`src/rtl/wdc_pkg.sv`:
```
// Package: register map, field layout and timing constants of the watchdog control
// Functional notes
// RQ1: A time-out with interrupt enabled sets the interrupt flag, bit 7.
// RQ2: Executing the watchdog vector clears the interrupt flag automatically.
// RQ3: Writing one to the flag clears it; writing zero leaves it alone.
// RQ4: Interrupt requested only when flag, interrupt enable and global enable are set.
// RQ5: Reset-enable and interrupt-enable pick stopped, interrupt, reset or interrupt-then-reset.
// RQ6: In combined mode the vector clears enable and flag, leaving reset mode.
// RQ7: In combined mode an unserviced flag at the next time-out causes reset.
// RQ8: Software re-arms interrupt enable after each interrupt, preferably outside the handler.
// RQ9: Programmed always-on fuse forces reset mode whatever the enable bits say.
// RQ10: Clearing reset-enable or changing time-out select needs change-enable set.
// RQ11: Change-enable clears itself four clock cycles after being written one.
// RQ12: Reset-enable reads set while reset-cause flag is set; clear it first.
// RQ13: Time-out select is bit 5 on top of bits 2 to 0.
// RQ14: Select codes 0 to 9 give 2048 doubling to 1048576 oscillator cycles.
// RQ15: Software writes change-enable with reset-enable, then new values within four cycles.
// RQ16: Counter counts oscillator cycles and restarts on the watchdog-reset instruction.
// RQ17: Programmed fuse holds reset-enable at one and interrupt enable at zero.
// RQ18: Time-out fires at the selected count, synchronised into the core clock.
package wdc_pkg;

  localparam int          ADDR_W      = 4;
  localparam logic [3:0]  CSR_OFFSET  = 4'h0;
  localparam logic [7:0]  CSR_RST     = 8'h00;
  localparam logic [3:0]  SEL_RST     = 4'h0;
  localparam logic [3:0]  SEL_MAX     = 4'h9;
  localparam logic [2:0]  CE_CYCLES   = 3'h4;
  localparam int          TO_BASE_OSC = 2048;
  localparam int          CNT_W       = 21;

  // Control and status register layout, bit 7 down to bit 0
  typedef struct packed {
    logic       irq_flag;
    logic       irq_en;
    logic       sel_hi;
    logic       chg_en;
    logic       rst_en;
    logic [2:0] sel_lo;
  } wdc_csr_t;

  typedef enum logic [1:0] {
    MODE_STOP,
    MODE_IRQ,
    MODE_RST,
    MODE_IRQ_RST
  } wdc_mode_t;

endpackage : wdc_pkg

```
`src/rtl/wdc_counter.sv`:
```
// Oscillator synchroniser and time-out counter of the watchdog
`timescale 1ns/10ps
module wdc_counter #(
  parameter int TO_BASE = wdc_pkg::TO_BASE_OSC
) (
  input  wire logic       core_clk,   // Core clock
  input  wire logic       rst_n,      // Synchronised reset
  input  wire logic       osc_in,     // Raw watchdog oscillator
  input  wire logic       run,        // Counter enabled
  input  wire logic       restart,    // Restart from zero
  input  wire logic [3:0] sel,        // Time-out select
  output logic            timeout     // One-cycle time-out pulse
);

  logic                      osc_s1_q, osc_s2_q, osc_s3_q;
  logic                      tick;
  logic [wdc_pkg::CNT_W-1:0] cnt_q, cnt_d, limit;
  logic [3:0]                sel_eff;
  logic                      timeout_q, timeout_d;

  always_comb begin
    tick = osc_s2_q & ~osc_s3_q;
    // Reserved codes act as the longest time-out
    sel_eff = (sel > wdc_pkg::SEL_MAX) ? wdc_pkg::SEL_MAX : sel; // RQ14
    limit = wdc_pkg::CNT_W'(TO_BASE) << sel_eff; // RQ14
    cnt_d = cnt_q;
    timeout_d = 1'b0;
    if (restart || !run) begin
      cnt_d = '0; // RQ16
    end else if (tick) begin
      if (cnt_q >= limit - wdc_pkg::CNT_W'(1)) begin
        cnt_d = '0;
        timeout_d = 1'b1; // RQ18
      end else begin
        cnt_d = cnt_q + wdc_pkg::CNT_W'(1); // RQ16
      end
    end
  end

  always_ff @(posedge core_clk or negedge rst_n) begin
    if (!rst_n) begin
      osc_s1_q  <= 1'b0;
      osc_s2_q  <= 1'b0;
      osc_s3_q  <= 1'b0;
      cnt_q     <= '0;
      timeout_q <= 1'b0;
    end else begin
      osc_s1_q  <= osc_in; // RQ18
      osc_s2_q  <= osc_s1_q;
      osc_s3_q  <= osc_s2_q;
      cnt_q     <= cnt_d;
      timeout_q <= timeout_d;
    end
  end

  assign timeout = timeout_q;

endmodule : wdc_counter

```
`src/rtl/wdc_top.sv`:
```
// Watchdog control: register, mode decode, interrupt flag and reset request
`timescale 1ns/10ps
module wdc_top #(
  parameter int TO_BASE = wdc_pkg::TO_BASE_OSC
) (
  input  wire logic                       core_clk,        // 20 MHz core clock
  input  wire logic                       arst_n,          // Async reset, active low
  input  wire logic [wdc_pkg::ADDR_W-1:0] reg_addr,        // Register address
  input  wire logic [7:0]                 reg_wdata,       // Write data
  input  wire logic                       reg_we,          // Write strobe
  input  wire logic                       reg_re,          // Read strobe
  output logic      [7:0]                 reg_rdata,       // Read data, cycle after strobe
  input  wire logic                       osc_clk_in,      // Watchdog oscillator pin
  input  wire logic                       always_on_fuse,  // Fuse, 0 is programmed
  input  wire logic                       wdt_reset_cause, // Watchdog reset-cause flag
  input  wire logic                       global_irq_en,   // Global interrupt enable
  input  wire logic                       wdr_exec,        // Watchdog-reset instruction
  input  wire logic                       vector_ack,      // Watchdog vector executed
  output logic                            irq_req,         // Time-out interrupt request
  output logic                            sys_reset_req    // System reset pulse
);

  ////////////////////////////////////////////////////////////////////////////////
  // Reset release and fuse synchroniser

  logic rst_s1_q, rst_n;
  logic fuse_s1_q, fuse_s2_q;

  always_ff @(posedge core_clk or negedge arst_n) begin
    if (!arst_n) begin
      rst_s1_q <= 1'b0;
      rst_n    <= 1'b0;
    end else begin
      rst_s1_q <= 1'b1;
      rst_n    <= rst_s1_q;
    end
  end

  always_ff @(posedge core_clk or negedge rst_n) begin
    if (!rst_n) begin
      fuse_s1_q <= 1'b1;
      fuse_s2_q <= 1'b1;
    end else begin
      fuse_s1_q <= always_on_fuse;
      fuse_s2_q <= fuse_s1_q;
    end
  end

  ////////////////////////////////////////////////////////////////////////////////
  // Counter

  logic       timeout_evt;
  logic       run, restart;
  logic [3:0] sel_q, sel_d;

  wdc_counter #(
    .TO_BASE (TO_BASE)
  ) u_counter (
    .core_clk (core_clk),
    .rst_n    (rst_n),
    .osc_in   (osc_clk_in),
    .run      (run),
    .restart  (restart),
    .sel      (sel_q),
    .timeout  (timeout_evt)
  );

  ////////////////////////////////////////////////////////////////////////////////
  // Control register and mode logic

  wdc_pkg::wdc_csr_t  csr_w, csr_r;
  wdc_pkg::wdc_mode_t mode;
  logic       fuse_prog, wr, rd, wdce;
  logic       wde_eff, ie_eff, set_flag, rst_fire;
  logic       flag_q, flag_d, irq_en_q, irq_en_d, wde_q, wde_d;
  logic [2:0] ce_cnt_q, ce_cnt_d;
  logic       irq_q, irq_d, sysrst_q, sysrst_d;
  logic [7:0] rdata_q, rdata_d;

  always_comb begin
    csr_w     = wdc_pkg::wdc_csr_t'(reg_wdata);
    wr        = reg_we && (reg_addr == wdc_pkg::CSR_OFFSET);
    rd        = reg_re && (reg_addr == wdc_pkg::CSR_OFFSET);
    fuse_prog = ~fuse_s2_q;
    wdce      = (ce_cnt_q != 3'h0);
    wde_eff   = wde_q | wdt_reset_cause | fuse_prog; // RQ12
    ie_eff    = irq_en_q & ~fuse_prog; // RQ17
    mode      = fuse_prog ? wdc_pkg::MODE_RST : wdc_pkg::wdc_mode_t'({wde_eff, ie_eff}); // RQ9
    run       = (mode != wdc_pkg::MODE_STOP); // RQ5
    restart   = wdr_exec; // RQ16
    set_flag  = 1'b0;
    rst_fire  = 1'b0;
    if (timeout_evt) begin
      case (mode)
        wdc_pkg::MODE_IRQ:     set_flag = 1'b1; // RQ5
        wdc_pkg::MODE_RST:     rst_fire = 1'b1; // RQ5
        wdc_pkg::MODE_IRQ_RST: begin
          if (flag_q) begin
            rst_fire = 1'b1; // RQ7
          end else begin
            set_flag = 1'b1; // RQ6
          end
        end
        default: ;
      endcase
    end

    // Flag: hardware set wins over both clears
    flag_d = flag_q;
    if (vector_ack) begin
      flag_d = 1'b0; // RQ2
    end
    if (wr && csr_w.irq_flag) begin
      flag_d = 1'b0; // RQ3
    end
    if (set_flag) begin
      flag_d = 1'b1; // RQ1
    end

    irq_en_d = irq_en_q;
    if (wr) begin
      irq_en_d = csr_w.irq_en;
    end
    if (vector_ack && mode == wdc_pkg::MODE_IRQ_RST) begin
      irq_en_d = 1'b0; // RQ6
    end
    if (fuse_prog) begin
      irq_en_d = 1'b0; // RQ17
    end

    // Setting reset-enable is always allowed, clearing needs the open window
    wde_d = wde_q;
    if (wr) begin
      if (csr_w.rst_en) begin
        wde_d = 1'b1;
      end else if (wdce && !wdt_reset_cause) begin
        wde_d = 1'b0; // RQ10 RQ12
      end
    end
    if (wdt_reset_cause || fuse_prog) begin
      wde_d = 1'b1; // RQ12 RQ17
    end

    sel_d = sel_q;
    if (wr && wdce) begin
      sel_d = {csr_w.sel_hi, csr_w.sel_lo}; // RQ10 RQ13
    end

    ce_cnt_d = ce_cnt_q;
    if (wr) begin
      ce_cnt_d = csr_w.chg_en ? wdc_pkg::CE_CYCLES : 3'h0;
    end else if (wdce) begin
      ce_cnt_d = ce_cnt_q - 3'h1; // RQ11
    end

    irq_d    = flag_q & ie_eff & global_irq_en; // RQ4
    sysrst_d = rst_fire;

    csr_r.irq_flag = flag_q;
    csr_r.irq_en   = irq_en_q;
    csr_r.sel_hi   = sel_q[3];
    csr_r.chg_en   = wdce;
    csr_r.rst_en   = wde_eff; // RQ12
    csr_r.sel_lo   = sel_q[2:0];
    rdata_d        = rd ? csr_r : 8'h00;
  end

  always_ff @(posedge core_clk or negedge rst_n) begin
    if (!rst_n) begin
      flag_q   <= wdc_pkg::CSR_RST[7];
      irq_en_q <= wdc_pkg::CSR_RST[6];
      wde_q    <= wdc_pkg::CSR_RST[3];
      sel_q    <= wdc_pkg::SEL_RST;
      ce_cnt_q <= 3'h0;
      irq_q    <= 1'b0;
      sysrst_q <= 1'b0;
      rdata_q  <= 8'h00;
    end else begin
      flag_q   <= flag_d;
      irq_en_q <= irq_en_d;
      wde_q    <= wde_d;
      sel_q    <= sel_d;
      ce_cnt_q <= ce_cnt_d;
      irq_q    <= irq_d;
      sysrst_q <= sysrst_d;
      rdata_q  <= rdata_d;
    end
  end

  assign reg_rdata     = rdata_q;
  assign irq_req       = irq_q;
  assign sys_reset_req = sysrst_q;
endmodule : wdc_top

```
`config.mk`:
```
export PLATFORM = sky130hd
export DESIGN_NAME = wdc_top
export DESIGN_NICKNAME = d
export VERILOG_FILES = /design/src/rtl/wdc_pkg.sv /design/src/rtl/wdc_counter.sv /design/src/rtl/wdc_top.sv
export SDC_FILE = /design/constraint.sdc
export NUM_CORES = 1
export LEC_CHECK = 0
export BUFFER_PORTS_ARGS = -buffer_cell sky130_fd_sc_hd__buf_2
export CAP_MARGIN = 20
export CORE_UTILIZATION = 30
export CTS_CLUSTER_DIAMETER = 40
export DETAILED_ROUTE_END_ITERATION = 10
export GPL_ROUTABILITY_DRIVEN = 1
export PLACE_DENSITY = 0.58
export SYNTH_ARGS = -nofsm -noshare
export SYNTH_HDL_FRONTEND = slang
export SYNTH_SLANG_ARGS = --single-unit
export TNS_END_PERCENT = 10
```
`constraint.sdc`:
```
create_clock -name core_clk -period 2.93 [get_ports core_clk]
set_input_delay 0.7325 -clock core_clk [delete_from_list [all_inputs] [get_ports core_clk]]
set_output_delay 0.7325 -clock core_clk [all_outputs]
set_load 0.02 [all_outputs]
```
## Yosys cells after proc, flatten, opt, wreduce, memory -nomap -nowiden

Index checks and enable logic that the tools add are counted.

| word-level totals | value |
|---|---|
| register bits | 49 |
| latch bits | 0 |
| RAM bits | 0 |
| ROM bits | 0 |
| input port bits | 22 |
| output and inout port bits | 10 |
| logic and storage cells | 82 |
| memories kept | 0 |

| cells by class | value |
|---|---|
| add/sub/neg operators | 3 |
| multiply operators | 0 |
| div/mod/pow operators | 0 |
| $lt $le $gt $ge | 2 |
| equal/unequal tests | 4 |
| shift-type cells | 1 |
| mux-type cells | 28 |
| bitwise operators | 8 |
| reductions and logical operators | 19 |

Operators with widths:

| operator | number |
|---|---|
| 2-to-1 mux 21 bit | 3 |
| adder 21 x 1 -> 21 bit, second input constant | 1 |
| greater-or-equal comparator 21 bit | 1 |
| left shift 12 x 4 -> 21 bit, first input constant | 1 |
| subtractor 21 x 1 -> 21 bit, second input constant | 1 |
| 2-to-1 mux 1 bit | 17 |
| 2-to-1 mux 3 bit | 3 |
| nonzero test 3 bit | 3 |
| 2-to-1 mux 8 bit | 1 |
| nonzero test 2 bit | 4 |
| logical AND 1 bit | 6 |
| bitwise AND 1 bit | 4 |
| equality test 2 bit, second input constant | 2 |
| > comparator 4 bit, second input constant | 1 |
| zero test 4 bit | 1 |
| 2-to-1 mux 4 bit | 1 |
| case mux 1 bit (2 select lines) | 2 |
| inequality test 3 x 1 -> 1 bit, second input constant | 1 |
| subtractor 3 x 1 -> 3 bit, second input constant | 1 |
| equality test 2 x 1 -> 1 bit, second input constant | 1 |
| zero test 1 bit | 2 |
| logical OR 1 bit | 2 |
| 2-to-1 mux 2 bit | 1 |
| inverter 1 bit | 2 |
| other kinds (2) | 3 |

## Longest topological paths before layout

| depth | value |
|---|---|
| depth in word-level cells | 8 |
| mapped depth | 15 |
| gate-level depth less buffers | 13 |

## Cells and area by module

A second synthesis with hierarchy kept.

| unflattened totals | value |
|---|---|
| cell total of the unflattened synthesis | 273 |
| area total of the unflattened synthesis | 2742.6 um2 |

By module, submodules not included:

| module | times used | cells an instance | area each (um2) | seq. area each (um2) |
|---|---|---|---|---|
| wdc_counter | 1 | 201 | 1773.0 | 625.6 |
| wdc_top | 1 | 72 | 969.7 | 603.1 |

## Least setup slack after synthesis

Ideal clock, no wire load.

| path | value |
|---|---|
| path kind | register to register |
| start | register sel_q[0] |
| end | register u_counter.cnt_q[14] (netlist name) |
| arrival time | 2.949 ns |
| data required time | 2.811 ns |
| path slack | -0.137 ns |
| cell stages (with the launch flop) | 14 |
| path buffers | 1 |
| clock period less this slack | 3.067 ns |
| cells stage by stage | dfrtp_1 > or2_2 > or3_1 > ha_1 > nor3_1 > a21o_1 > a32oi_1 > ha_1 > nand4_1 > o311ai_1 > a311oi_4 > o21ai_4 > buf_6 > nor2_1 |

| on the way | value |
|---|---|
| word-level cells in the longest chain between the ends | 8 |

RTL lines:

| item | RTL line | RTL |
|---|---|---|
| from (decl) | wdc_top.sv:54 | `logic [3:0] sel_q, sel_d;` |
| from (signal assigned) | wdc_top.sv:173 | `sel_q <= wdc_pkg::SEL_RST;` |
| from (signal assigned) | wdc_top.sv:182 | `sel_q <= sel_d;` |
| > comparator 4 bit | wdc_counter.sv:24 | `sel_eff = (sel > wdc_pkg::SEL_MAX) ? wdc_pkg::SEL_MAX : sel;` |
| 2-to-1 mux 4 bit (*) | wdc_counter.sv:24 |  |
| left shift 12 x 4 -> 21 bit (*) | wdc_counter.sv:25 | `limit = wdc_pkg::CNT_W'(TO_BASE) << sel_eff;` |
| subtractor 21 x 1 -> 21 bit (*) | wdc_counter.sv:31 | `if (cnt_q >= limit - wdc_pkg::CNT_W'(1)) begin` |
| greater-or-equal comparator 21 bit (*) | wdc_counter.sv:31 |  |
| 2-to-1 mux 21 bit (*) | wdc_counter.sv:31 |  |
| 2-to-1 mux 21 bit (*) | wdc_counter.sv:30 | `end else if (tick) begin` |
| 2-to-1 mux 21 bit (*) | wdc_counter.sv:28 | `if (restart \|\| !run) begin` |
| to (signal assigned) | wdc_counter.sv:51 | `cnt_q <= cnt_d;` |
| to (decl) | wdc_counter.sv:17 | `logic [wdc_pkg::CNT_W-1:0] cnt_q, cnt_d, limit;` |

Every way passes the cells marked *; elsewhere a longest branch is shown, timed or not. The select of a mux whose other input is x is not followed.
A chain may end at the register's enable or synchronous reset.

## Worst setup path in the final report

| path | value |
|---|---|
| start | register sel_q[1] |
| end | register u_counter.cnt_q[7] (netlist name) |

Same word-level chain as after synthesis.

==> results by group <==
Status
  – Outcome: finished, violations left
  – Failing checks: negative setup slack

Setup path
  – Critical path depth in cells: 14
  – Kind of critical path: reg2reg
  – Top delay family on crit path: simple AND/OR/NAND/NOR gates
  – CP startpoint kind: flop
  – CP max stage cell: or3_4
  – Crit end category: flop
  – WP buf/inv: 2
  – Worst path max stage delay: 410 ps
  – Worst r2r path cells: 14
  – Worst R2R End: u_counter.cnt_q[7]
  – Worst Path Required: 3130 ps
  – Cells along the critical path: or2_4 > or3_4 > ha_4 > nor3_2 > a21o_1 > a32oi_1 > ha_1 > nand4_1 > o311ai_4 > a311oi_4 > buf_6 > o21ai_4 > buf_12 > nor2_1
  – Worst R2R Setup Slack: -40 ps
  – Worst EP arrival: 3170 ps
  – Crit Path Max Fanout: 16
  – Critical R2R Launch: sel_q[1]

Logic synthesis
  – Post-synthesis sequential area ratio: 49.55%
  – Average size of a mapped cell: 10.69 sq um
  – EDFF count, synth: 0
  – Top_reg_cell synth: dfrtp_1
  – Async SR Flop Fraction: 100.0%
  – Synth cell types: 43
  – Synth Register Bits: 49
  – Synth Warn #: 0
  – Gate Count Post-Synth: 232
  – Post-synth top area cell: dfrtp_1
  – Ranking of synthesized cells by area: dfrtp_1 47%, ha_1 7.1%, nor2_1 5.0%
  – Post-synth top area share: 47.43%
  – Mapped Area: 2480 sq um

Global route
  – Largest net degree at the start of global routing: 48
  – Number of global-route vias before repair: 1777
  – First-pass GRT wire length: 8.211 mm
  – Initial antenna violation count: 0
  – Grt ovf: 0
  – GR Util All Layers: 12.28%

Final layout
  – Area Growth Syn to Fin: 20.18%
  – Proportion of layout cells with a drive suffix above 1: 24.82%
  – Most frequent cells in the layout: 46 x dfrtp_1, 33 x nor2_1, 31 x buf_2
  – Antenna Cells: 0
  – Layout net count: 313
  – Most common cell after layout, fill and taps aside: dfrtp_1

CTS
  – CTS Hold Bufs: 0
  – Clock H-tree levels: 2
  – CTS Sinks: 49
  – Root Buffer: clkbuf_8
  – Postcts setup bufs: 0
  – CTS Buffer Depth: 2
  – Clock latency on the worst-skew pair: 310 ps
  – CTS tree: yes
  – CTS Buf Count: 5
  – Clock-pin transition on the worst setup and hold timing paths: 100 ps

STA
  – Final Max Tran Viols: 0
  – Slew HR: 43.58%
  – Setup TNS Final: -653.7 ps
  – Hold Worst Slack: 189.8 ps
  – Final Cycle Share: 101.4%
  – Worst slew pin tran: 839.8 ps
  – Fin. Hold Viols: 0
  – Peak Freq: 0.3365 GHz
  – Setup ws final: -41.60 ps
  – Final setup viols: 19
  – Clock skew: 11.42 ps
  – Min Tclk post-route: 2972 ps
  – Setup repair after global routing missed its margin: true

Floorplan
  – Io pins: 32
  – Std-Cell Rows: 32
  – Die height: 92.92 um
  – Full die area: 8634 sq um
  – Initial Util: 31.60%
  – Die W: 92.92 um
  – CORE AREA: 7848 sq um

Route
  – Routed Antenna Nets: 0
  – Drc violations: 0
  – Number of vias per cell: 4.789
  – Iter 0 DRT Violations: 42
  – Vias: 1820
  – WL/cell: 12.52 um
  – DRT Pass-1 Iters: 4
  – Post-Route WL: 4.758 mm

Place
  – GPL Wtd Cong: 0.7978
  – HPWL after DPL: 3.484 mm
  – Number of port buffers: 31

Power
  – VDD IR max: 176.4 uV
  – Lkg Pwr: 1.423 nW
  – Power density cells: 540.5 nW/um^2

Min path
  – HP Class: in2async

Run
  – MaxCap Viol Count: 0
## worst register-to-register path, delay by kind of cell, from the launching register on
kind            cells  cell delay (ps)
simple gates        5              990
fa+ha+maj           2              470
compound gates      5              710
flops               1              390
buf+inv             2              320
## layer usage
layer / GRT usage (%) / vias to the layer above / part of all wire, %
met5: 0 / - / 0
met4: 5.897 / 0 / 2.3
met3: 3.038 / 9 / 2.8
met2: 19.12 / 23 / 47
met1: 15.88 / 881 / 48
li1: - / 907 / -
## layout make-up
cell class | count | area [sq um]
Multi-Input combinational cell | 172 | 1242
Inverter | 8 | 30.03
Tap cell | 102 | 127.6
Fill cell | 801 | 4867
Clock inverter | 3 | 22.52
Sequential cell | 49 | 1230
Timing Repair Buffer | 41 | 259.0
Clock buffer | 5 | 68.82
## flip-flops by register name (all words and copies together) (netlist names)
name	cells
fuse_s1_q	1
rst_s1_q	1
u_counter.osc_s3_q	1
ce_cnt_q	3
u_counter.timeout	1
rst_n	1
irq_req	1
irq_en_q	1
fuse_s2_q	1
flag_q	1
reg_rdata	8
u_counter.cnt_q	21
u_counter.osc_s2_q	1
sys_reset_req	1
wde_q	1
sel_q	4
u_counter.osc_s1_q	1
## Yosys cell counts, types with 2 or more instances
master	number
dfrtp_1	47
nor2_1	33
nand2_1	15
ha_1	14
nand3_1	13
xor2_1	12
and3_1	9
inv_1	8
a21oi_1	7
nand4_1	7
o21ai_0	7
a31oi_1	6
xnor2_1	6
nand3b_1	5
mux2_2	4
nor3_1	4
a21o_1	3
nand2b_1	3
buf_2	2
dfstp_2	2
mux2i_1	2
nor4_4	2
## stage by stage
| step | instance area (sq um) | worst slack, ps | std cells | power (W) | utilization, % |
|---|---|---|---|---|---|
| after floorplan | 2516 | -39.46 | 233 | 0.001084 | - |
| after global placement | 2855 | -4.546 | 371 | 0.001206 | 36.38 |
| after detailed placement | 2855 | -69.04 | 371 | 0.001220 | 36.38 |
| after CTS | 2950 | -68.98 | 379 | 0.001635 | 37.60 |
| after global routing | 2980 | -197.7 | 380 | 0.001726 | 37.98 |
| final | 2980 | -41.60 | 380 | 0.001611 | 37.98 |
## how the worst max path moves through the flow
stage          slack (ps)                   to      from
6_report              -40   u_counter.cnt_q[7]  sel_q[1]
5_1_grt              -200   u_counter.cnt_q[3]  sel_q[0]
4_1_cts               -70   u_counter.cnt_q[4]  sel_q[1]
3_5_place_dp          -70   u_counter.cnt_q[7]  sel_q[1]
3_3_place_gp           -5   u_counter.cnt_q[3]  sel_q[1]
2_1_floorplan         -40  u_counter.cnt_q[10]  sel_q[1]
## power by group
| group | switching [W] | total [W] | internal, W |
|---|---|---|---|
| Clock | 0.000234 | 0.000403 | 0.000170 |
| Combinational | 0.000224 | 0.000435 | 0.000211 |
| Sequential | 0.0000421 | 0.000772 | 0.000730 |
| Total | 0.000500 | 0.00161 | 0.00111 |
## repair_timing
item                                    CTS  global route
endpoints found under the setup margin   21            22
resized for setup                         3             1
pin swaps                                 2             2
endpoints found under the hold margin     0             0
## cell families (layout without fill, tap and decap cells)
family	count (synthesis)	in the layout	synth area share (%)
AND/OR/NAND/NOR	101	101	22.96
adder cells (fa/ha/maj)	14	14	7.064
XOR/XNOR	18	18	6.357
other	1	2	0.1512
AO/OA/AOI/OAI	31	31	9.082
multiplexers	6	6	2.624
buffers and inverters	12	57	2.220
flip-flops	49	49	49.55
Note: power is estimated with default switching activity, not from simulation.
